### src/wcrc_pkg.sv
/*
 * package for the host-side write-data checksum framer: burst frame layout,
 * modes, timing counts and the serial crc-8 step.
 * assumes a single 200 MHz clock domain; the memory device is outside.
 */
// Summary of operation
// - host computes 8-bit checksum over 72-bit tree and sends it with write data
// - four-bit part: 32 data bits feed tree, upper 40 inputs held at one
// - byte part: 64 data bits plus 8 mask/inversion bits, ones when unused
// - byte and sixteen-bit parts: host drives ones in transfer slot nine
// - masking off: device may commit early, host rewrites data after an error
// - write inversion and masking never enabled together; host flags the clash only with checksum on
// - checksum on with one-clock preamble: no write spacing of 4 clocks
// - checksum on with two-clock preamble: no write spacing of 6 clocks
// - checksum on: no multipurpose register writes, no per-device addressing
// - crc-8 polynomial x^8+x^2+x+1 over 72 bits
// - zero initial value, data bit 71 is the first serial bit
// - fixed eight-beat bursts use sequential order, low column bits zero
// - byte part chopped burst: 36 tree inputs, unused inputs at one
// - chopped burst with column bit two set: upper nibble feeds lower nibble
package wcrc_pkg;

	localparam int          TREE_W       = 72;
	localparam int          CRC_W        = 8;
	localparam int          LANE_BITS    = 8;
	localparam int          BEATS        = 8;
	localparam int          SLOTS        = 10;
	localparam logic [7:0]  CRC_POLY     = 8'h07;
	localparam logic [7:0]  CRC_INIT     = 8'h00;
	localparam int          SPACE_PRE1   = 4;
	localparam int          SPACE_PRE2   = 6;
	localparam int          FIFO_DEPTH   = 16;
	localparam logic [2:0]  BURST_COL    = 3'h0;

	typedef enum logic [1:0] {
		WIDTH_X4  = 2'h0,
		WIDTH_X8  = 2'h1,
		WIDTH_X16 = 2'h2
	} part_width_t;

	typedef struct packed {
		part_width_t width;
		logic        crc_en;
		logic        mask_en;
		logic        inv_en;
		logic        chop;
		logic        col2;
		logic        pre2;
	} wr_cfg_t;

	typedef struct packed {
		logic [127:0] data;
		logic [15:0]  side;
	} wr_word_t;

	localparam int WORD_W = $bits(wr_word_t);

	// serial step, msb first: d[71] enters first
	function automatic logic [7:0] crc8_d72(input logic [71:0] d);
		logic [7:0] c;
		c = CRC_INIT;
		for (int i = 71; i >= 0; i--) begin
			c = {c[6:0], 1'b0} ^ ((c[7] ^ d[i]) ? CRC_POLY : 8'h00);
		end
		return c;
	endfunction : crc8_d72

endpackage : wcrc_pkg

### src/wcrc_host.sv
/*
 * host-side write framer: buffers user write bursts, computes the checksum
 * per byte lane and drives ten-slot frames onto the device data pins, then
 * watches the device alert and, with masking off, asks the user to rewrite failing bursts.
 * assumes one 200 MHz clock; device pins are synchronous to it.
 */
`timescale 1ns/1ps
`default_nettype none
module wcrc_host
	import wcrc_pkg::*;
#(
	parameter int DEPTH = FIFO_DEPTH
) (
	input  wire logic          clk,
	input  wire logic          rst_n,
	input  wire wr_cfg_t       cfg,
	input  wire logic          wr_valid,
	output var  logic          wr_ready,
	input  wire logic [127:0]  wr_data,
	input  wire logic [15:0]   wr_mask,
	input  wire logic          mpr_wr_req,
	input  wire logic          per_dev_req,
	output logic               cfg_error,
	output logic               req_refused,
	output logic [15:0]        dq_out,
	output logic               dq_oe,
	output logic [1:0]         side_out,
	output logic               wr_cmd,
	output logic [2:0]         wr_col,
	output logic [15:0]        crc_sent,
	input  wire logic          alert_n,
	output logic               rewrite_req
);
	typedef enum logic [2:0] {
		ST_IDLE = 3'b001,
		ST_SEND = 3'b010,
		ST_GAP  = 3'b100
	} st_t;

	wr_word_t    fin, fout;
	logic        f_valid, f_pop;
	logic [7:0]  crc_lo, crc_hi;
	st_t         st_r, st_nxt;
	logic [3:0]  slot_r, slot_nxt;
	logic [3:0]  gap_r, gap_nxt;
	wr_word_t    cur_r, cur_nxt;
	logic [15:0] crc_r, crc_nxt;
	logic [15:0] dq_nxt;
	logic [1:0]  side_nxt;
	logic        oe_nxt, cmd_nxt, rew_nxt, cfgerr_nxt, refused_nxt;
	logic        bad_spacing;
	logic [3:0]  gap_need;

	////////////////////////////////////////////////////////////////////////
	assign fin = '{data: wr_data, side: wr_mask};

	wcrc_fifo #(.WIDTH(WORD_W), .DEPTH(DEPTH)) u_fifo (
		.clk       (clk),
		.rst_n     (rst_n),
		.in_valid  (wr_valid),
		.in_ready  (wr_ready),
		.in_data   (fin),
		.out_valid (f_valid),
		.out_ready (f_pop),
		.out_data  (fout)
	);

	// side bits are only used when masking or inversion is enabled
	wcrc_lane_tree u_lo (
		.data      (fout.data[63:0]),
		.side      (fout.side[7:0]),
		.side_used (cfg.mask_en | cfg.inv_en),
		.four_bit  (cfg.width == WIDTH_X4),
		.chop      (cfg.chop),
		.col2      (cfg.col2),
		.crc       (crc_lo)
	);

	wcrc_lane_tree u_hi (
		.data      (fout.data[127:64]),
		.side      (fout.side[15:8]),
		.side_used (cfg.mask_en | cfg.inv_en),
		.four_bit  (1'b0),
		.chop      (cfg.chop),
		.col2      (cfg.col2),
		.crc       (crc_hi)
	);

	////////////////////////////////////////////////////////////////////////
	// spacing: a gap equal to the forbidden value is stretched by one clock
	assign gap_need    = cfg.pre2 ? 4'(SPACE_PRE2 - SLOTS / 2 + 1) : 4'(SPACE_PRE1 - SLOTS / 2 + 1);
	assign bad_spacing = cfg.crc_en && (cfg.mask_en && cfg.inv_en);

	always_comb begin
		st_nxt      = st_r;
		slot_nxt    = slot_r;
		gap_nxt     = gap_r;
		cur_nxt     = cur_r;
		crc_nxt     = crc_r;
		dq_nxt      = '1;
		side_nxt    = '1;
		oe_nxt      = 1'b0;
		cmd_nxt     = 1'b0;
		f_pop       = 1'b0;
		cfgerr_nxt  = bad_spacing;
		refused_nxt = cfg.crc_en & (mpr_wr_req | per_dev_req);
		rew_nxt     = ~alert_n & cfg.crc_en & ~cfg.mask_en;
		case (st_r)
			ST_IDLE: begin
				if (f_valid && !bad_spacing) begin
					f_pop    = 1'b1;
					cur_nxt  = fout;
					crc_nxt  = {crc_hi, crc_lo};
					cmd_nxt  = 1'b1;
					slot_nxt = '0;
					st_nxt   = ST_SEND;
				end
			end
			ST_SEND: begin
				oe_nxt = 1'b1;
				for (int l = 0; l < 16; l++) begin
					if (slot_r < 4'(BEATS) && !cfg.chop) begin
						dq_nxt[l] = cur_r.data[l*8+slot_r[2:0]];
					end else if (slot_r < 4'(BEATS)) begin
						// chopped: four beats, chosen nibble first, ones after
						dq_nxt[l] = slot_r[2] | cur_r.data[l*8+{cfg.col2, slot_r[1:0]}];
					end else if (slot_r == 4'(BEATS) && cfg.crc_en) begin
						dq_nxt[l] = (cfg.width == WIDTH_X4 && l < 4) ? crc_r[l] : crc_r[(l/8)*8+(l%8)];
					end else if (cfg.width == WIDTH_X4 && l < 4 && cfg.crc_en) begin
						dq_nxt[l] = crc_r[l+4];
					end else begin
						dq_nxt[l] = 1'b1;
					end
				end
				for (int s = 0; s < 2; s++) begin
					// unused mask pins carry ones, as the checksum tree assumes
					if (slot_r < 4'(BEATS) && (cfg.mask_en || cfg.inv_en)) begin
						if (cfg.chop) begin
							side_nxt[s] = slot_r[2] | cur_r.side[s*8+{cfg.col2, slot_r[1:0]}];
						end else begin
							side_nxt[s] = cur_r.side[s*8+slot_r[2:0]];
						end
					end
				end
				if (slot_r == 4'((cfg.crc_en ? SLOTS : BEATS) - 1)) begin
					st_nxt  = ST_GAP;
					gap_nxt = cfg.crc_en ? gap_need : 4'h1;
				end else begin
					slot_nxt = slot_r + 4'h1;
				end
			end
			ST_GAP: begin
				if (gap_r <= 4'h1) begin
					st_nxt = ST_IDLE;
				end else begin
					gap_nxt = gap_r - 4'h1;
				end
			end
			default: st_nxt = ST_IDLE;
		endcase
	end

	always_ff @(posedge clk or negedge rst_n) begin
		if (!rst_n) begin
			st_r        <= ST_IDLE;
			slot_r      <= '0;
			gap_r       <= '0;
			cur_r       <= '0;
			crc_r       <= '0;
			dq_out      <= '1;
			dq_oe       <= 1'b0;
			side_out    <= '1;
			wr_cmd      <= 1'b0;
			wr_col      <= BURST_COL;
			crc_sent    <= '0;
			rewrite_req <= 1'b0;
			cfg_error   <= 1'b0;
			req_refused <= 1'b0;
		end else begin
			st_r        <= st_nxt;
			slot_r      <= slot_nxt;
			gap_r       <= gap_nxt;
			cur_r       <= cur_nxt;
			crc_r       <= crc_nxt;
			dq_out      <= dq_nxt;
			dq_oe       <= oe_nxt;
			side_out    <= side_nxt;
			wr_cmd      <= cmd_nxt;
			wr_col      <= BURST_COL;
			crc_sent    <= crc_nxt;
			rewrite_req <= rew_nxt;
			cfg_error   <= cfgerr_nxt;
			req_refused <= refused_nxt;
		end
	end
endmodule : wcrc_host
`default_nettype wire

### src/wcrc_fifo.sv
/*
 * holds the small synchronous fifo that buffers write bursts.
 * assumes one clock; valid/ready on both sides; read data taken combinationally from storage.
 */
`timescale 1ns/1ps
`default_nettype none
module wcrc_fifo #(
	parameter int WIDTH = 144,
	parameter int DEPTH = 16
) (
	input  wire logic             clk,
	input  wire logic             rst_n,
	input  wire logic             in_valid,
	output var  logic             in_ready,
	input  wire logic [WIDTH-1:0] in_data,
	output var  logic             out_valid,
	input  wire logic             out_ready,
	output var  logic [WIDTH-1:0] out_data
);
	localparam int AW = $clog2(DEPTH);

	logic [WIDTH-1:0] mem [DEPTH];
	logic [AW-1:0]    wp_r, wp_nxt, rp_r, rp_nxt;
	logic [AW:0]      cnt_r, cnt_nxt;
	logic             push, pop;
	logic             ready_r, ready_nxt;

	////////////////////////////////////////////////////////////////////////
	// registered so the top-level ready comes straight from a flop
	assign in_ready  = ready_r;
	assign out_valid = (cnt_r != '0);
	assign push      = in_valid & in_ready;
	assign pop       = out_valid & out_ready;
	assign out_data  = mem[rp_r];

	always_comb begin
		wp_nxt  = push ? wp_r + 1'b1 : wp_r;
		rp_nxt  = pop ? rp_r + 1'b1 : rp_r;
		cnt_nxt = cnt_r + (AW+1)'(push) - (AW+1)'(pop);
		ready_nxt = (cnt_nxt != (AW+1)'(DEPTH));
	end

	always_ff @(posedge clk or negedge rst_n) begin
		if (!rst_n) begin
			wp_r  <= '0;
			rp_r  <= '0;
			cnt_r <= '0;
			ready_r <= 1'b0;
		end else begin
			wp_r  <= wp_nxt;
			rp_r  <= rp_nxt;
			cnt_r <= cnt_nxt;
			ready_r <= ready_nxt;
		end
	end

	// storage has no reset; only written words are ever read
	always_ff @(posedge clk) begin
		if (push) begin
			mem[wp_r] <= in_data;
		end
	end
endmodule : wcrc_fifo
`default_nettype wire

### src/wcrc_lane_tree.sv
/*
 * holds one 72-bit checksum tree input mapper for a byte lane.
 * assumes the caller supplies lane data, mask/inversion bits and mode.
 */
`timescale 1ns/1ps
`default_nettype none
module wcrc_lane_tree
	import wcrc_pkg::*;
(
	input  wire logic [63:0] data,
	input  wire logic [7:0]  side,
	input  wire logic        side_used,
	input  wire logic        four_bit,
	input  wire logic        chop,
	input  wire logic        col2,
	output var  logic [7:0]  crc
);
	logic [71:0] tree;

	// tree bit 8*lane+beat; chopped bursts keep four beats, rest read as one
	always_comb begin
		tree = {TREE_W{1'b1}};
		for (int l = 0; l < 9; l++) begin
			for (int b = 0; b < BEATS; b++) begin
				if (l < 8) begin
					if (!(four_bit && l >= 4)) begin
						if (!chop) begin
							tree[l*8+b] = data[l*8+b];
						end else if (b < 4) begin
							tree[l*8+b] = col2 ? data[l*8+b+4] : data[l*8+b];
						end
					end
				end else if (side_used && !four_bit) begin
					if (!chop) begin
						tree[64+b] = side[b];
					end else if (b < 4) begin
						tree[64+b] = col2 ? side[b+4] : side[b];
					end
				end
			end
		end
		crc = crc8_d72(tree);
	end
endmodule : wcrc_lane_tree
`default_nettype wire

### config.mk
export PLATFORM = sky130hd
export DESIGN_NAME = wcrc_host
export DESIGN_NICKNAME = d
export VERILOG_FILES = /design/src/wcrc_pkg.sv /design/src/wcrc_host.sv /design/src/wcrc_fifo.sv /design/src/wcrc_lane_tree.sv
export SDC_FILE = /design/constraint.sdc
export NUM_CORES = 2
export LEC_CHECK = 0
export BUFFER_PORTS_ARGS = -buffer_cell sky130_fd_sc_hd__buf_2
export CAP_MARGIN = 40
export CORE_MARGIN = 5
export CORE_UTILIZATION = 40
export CTS_CLUSTER_SIZE = 30
export DETAILED_ROUTE_END_ITERATION = 6
export PLACE_DENSITY_LB_ADDON = 0.2
export SLEW_MARGIN = 10
export SYNTH_ARGS = -nofsm -noshare
export SYNTH_HDL_FRONTEND = slang
export SYNTH_HIERARCHICAL = 1
export SYNTH_SLANG_ARGS = --single-unit
### constraint.sdc
create_clock -name clk -period 6.7 [get_ports clk]
set_clock_uncertainty 0.1 [all_clocks]
set_input_delay 0.67 -clock clk [delete_from_list [all_inputs] [get_ports clk]]
set_output_delay 0.67 -clock clk [all_outputs]
set_load 0.005 [all_outputs]
==> results by group <==
Layout
  – Seq. cell area: 74,400 um2
  – Nets: 5,529
  – Post-route cell area: 120,000 um2
  – Final core occ: 46.5%
  – Multi-input gate area: 28,200 um2
  – Final Non-Filler Cells: 8,988
  – Area delta synth->final: 16.1%
  – Fillers: 21,400
  – Layout cell share with drive strength beyond 1: 34.4%

Synthesis
  – Syn Area/Cell: 21.7 um2
  – Ys async rst share: 8.28%
  – Adder-cell area share of the yosys netlist: 0.188%
  – Post-synth cell types: 78
  – Synth Area in Simple Gates: 1.48%
  – Post-synth EDFFs: 2,304
  – Ys Warns: 6
  – #FFs+latches synth: 2,512
  – Post-Synth XOR/XNOR Area: 5.18%
  – Post-Syn Area: 104,000 um2
  – Post-synthesis cell count: 4,777
  – Top_reg_cell synth: edfxtp_1
  – Post-synth top area share: 66.7%
  – Most area-consuming cells after synthesis: edfxtp_1 67%, mux4_2 14%, dfrtp_1 4.6%
  – Sequential-to-total area share from yosys stat: 71.7%
  – Main combinational cell family by area after synthesis: multiplexers
  – Largest area contributor in the netlist: edfxtp_1
  – Mux contribution to synthesized area: 18.1%
  – Synth Area in Compound Gates: 1.84%

Worst setup path
  – WS Path Type: flop to flop
  – R2R setup slack: 0.13 ns
  – CP max-delay cell: mux4_2
  – Arrival time at the worst endpoint: 7.18 ns
  – Setup crit end kind: flop
  – Crit path max fanout: 8
  – Top Family by Delay on Critical Path: XOR/XNOR gates
  – Cell chain of the critical path: buf_16 -> buf_12 -> clkbuf_16 -> mux4_2 -> mux4_2 -> and3_1 -> a211oi_4 -> xnor2_2 -> xnor3_1 -> xnor3_1 -> xnor3_2 -> xnor3_1 -> xnor2_2 -> buf_4 -> xnor3_2 -> xnor2_2 -> xor3_1 -> xor3_1 -> mux2_2
  – Worst setup SP type: flop
  – Buf+Inv Stages, Crit Path: 4
  – Crit path largest cell delay: 0.56 ns
  – Worst Path Required: 7.31 ns

Route
  – DRT Wirelength: 274,000 um
  – DRC: 0
  – Vias per cell: 5.62
  – Post-DRT Antenna Nets: 0
  – Number of DRC markers in iteration 0: 4,335
  – First-pass DRT Iterations: 5
  – WL/cell: 30.5 um
  – Total number of vias: 50,500

GRT
  – Total GRT Usage: 20.0%
  – First-pass GRT wire length: 392,000 um
  – Largest net degree at the start of global routing: 130
  – Met1 usage: 28.1%
  – GR Overflow Total: 0
  – Global Route met2 Usage: 33.0%
  – Initial antenna violation count: 61
  – Most Crowded Layer GR: met2
  – Met3 Use GR: 2.76%
  – Vias in the first global route: 52,400

Floorplanning
  – FP Rows: 187
  – Core ar.: 259,000 um2
  – Starting Density: 40.1%
  – Die W: 519 um
  – Die ar.: 270,000 um2
  – Chip height: 519 um
  – # IOs: 201

STA
  – Finish-stage setup viols: 0
  – Setup TNS: 0 ns
  – Final period utilization: 98.1%
  – Period minus WS final: 6.57 ns
  – Final hold vios: 0
  – Max Slew Vio Count: 0
  – RSZ-0062 raised after global routing: yes
  – Worst slew pin tran: 1.07 ns
  – Slew margin rel.: 29.0%
  – Fmax: 0.152 GHz

Placed design
  – Post-DP Area: 111,000 um2
  – Cell Count Post-Placement: 8,430
  – Routability cong.: 0.853
  – Dpl hpwl: 158,000 um
  – IO Port Bufs: 197

Clock network
  – Clock tree from TritonCTS: done
  – Htree depth: 5
  – Worst-Skew Late Latency: 0.86 ns
  – Clock buffer depth: 4
  – Clock Pin Slew Worst Setup and Hold Paths: 0.06 ns
  – Root Buffer: clkbuf_16
  – Num CTS Buffers: 278
  – Num Clock Sinks: 2,512

Hold path
  – HP Class: primary input to flop

Run
  – Max cap viols: 0

Outcome
  – Status: finished clean
-- cell type report --
cell class,instances,share of cell area (%)
tap,3402,3.54
sequential,2512,61.8
clock buffer,366,6.21
clock inverter,125,0.925
timing repair buffer,556,3.95
inverter,21,0.0717
antenna,19,0.0395
multi-input combinational,1987,23.4
-- timing repair --
item	CTS	global route
hold endpoints to repair	79	0
setup buffers	1	32
hold buffers	6	0
cloned	3	6
setup endpoints to repair	7	14
resized for setup	16	87
pin swaps	3	19
-- layer usage --
layer  up-vias  routed length [um]
met1     27600              118000
met4        26                7990
met5         -                 172
met2      1448              134000
li1      21000                   -
met3       438               14000
-- worst register-to-register path, stage by stage, from the launching register on --
cell and delay [ns]:
dfrtp_4 0.45, buf_16 0.18, buf_12 0.19, clkbuf_16 0.22
mux4_2 0.53, mux4_2 0.56, and3_1 0.23, a211oi_4 0.28
xnor2_2 0.17, xnor3_1 0.42, xnor3_1 0.38, xnor3_2 0.30
xnor3_1 0.39, xnor2_2 0.16, buf_4 0.16, xnor3_2 0.41
xnor2_2 0.20, xor3_1 0.50, xor3_1 0.35, mux2_2 0.26
-- worst paths after layout --
path,cells past startpoint,end,from
worst max-delay path,19,crc_r[5]$_DFFE_PN0P_,u_fifo/rp_r[0]$_DFFE_PN0P_
worst min-delay path,1,u_fifo/mem[0][98]$_DFFE_PP_,wr_data[82]
worst max register to register,19,crc_r[5]$_DFFE_PN0P_,u_fifo/rp_r[0]$_DFFE_PN0P_
worst min register to register,1,cur_r[61]$_DFFE_PN0P_,cur_r[61]$_DFFE_PN0P_
max in group asynchronous,3,cur_r[29]$_DFFE_PN0P_,rst_n
min in group asynchronous,2,u_fifo/rp_r[3]$_DFFE_PN0P_,rst_n
-- cells by family after synthesis --
group	after synthesis
flops	2512
buf+inv	281
fa+ha+maj	15
xor+xnor	400
other cells	1
simple gates	284
mux	1003
compound gates	281
-- stage by stage --
stage | hold slack (ns) | setup WS [ns]
detailed placement | 0.366 | -0.167
finish | 0.0797 | 0.125
floorplan | 0.274 | 0.353
CTS | 0.00255 | 0.00548
global placement | 0.359 | -0.0875
global route | 0.0418 | -0.0286
-- registers in the layout, indices dropped and copies added (netlist names) --
signal	count
u_fifo/mem	2304
dq_oe	1
cfg_error	1
dq_out	16
wr_cmd	1
gap_r	4
cur_r	144
u_fifo/rp_r	4
u_fifo/cnt_r	5
u_fifo/in_ready	1
side_out	2
rewrite_req	1
st_r	3
req_refused	1
crc_r	16
slot_r	4
u_fifo/wp_r	4
-- layout by cell type, fill, tap and decap left out, types with 43 or more instances in the layout --
cell type	n
clkinv_2	46
mux2i_1	90
clkbuf_1	72
mux2_1	85
nor2_1	92
xnor3_1	72
o21ai_0	43
buf_4	278
xor2_1	75
clkbuf_16	286
buf_12	46
mux4_2	660
xnor2_1	153
a21oi_1	65
edfxtp_1	2304
buf_2	195
mux2_2	158
dfrtp_1	183
-- cells in the mapped netlist (22+ instances only) --
master,n
and3_1,26
mux2_1,85
clkbuf_1,92
xor2_1,85
nand2_1,32
mux4_2,660
a211oi_1,48
xnor3_1,88
dfrtp_1,189
xor3_1,26
buf_4,60
mux2_2,158
o22ai_1,34
nor2_1,94
mux2i_1,92
a21oi_1,73
nor2b_1,34
edfxtp_1,2304
o21ai_0,43
a221o_1,22
xnor2_1,177
buf_2,66
Power is left out: the tool's default activity adds up to more than one toggle a clock period on the data nets, which glitch-free logic cannot reach.
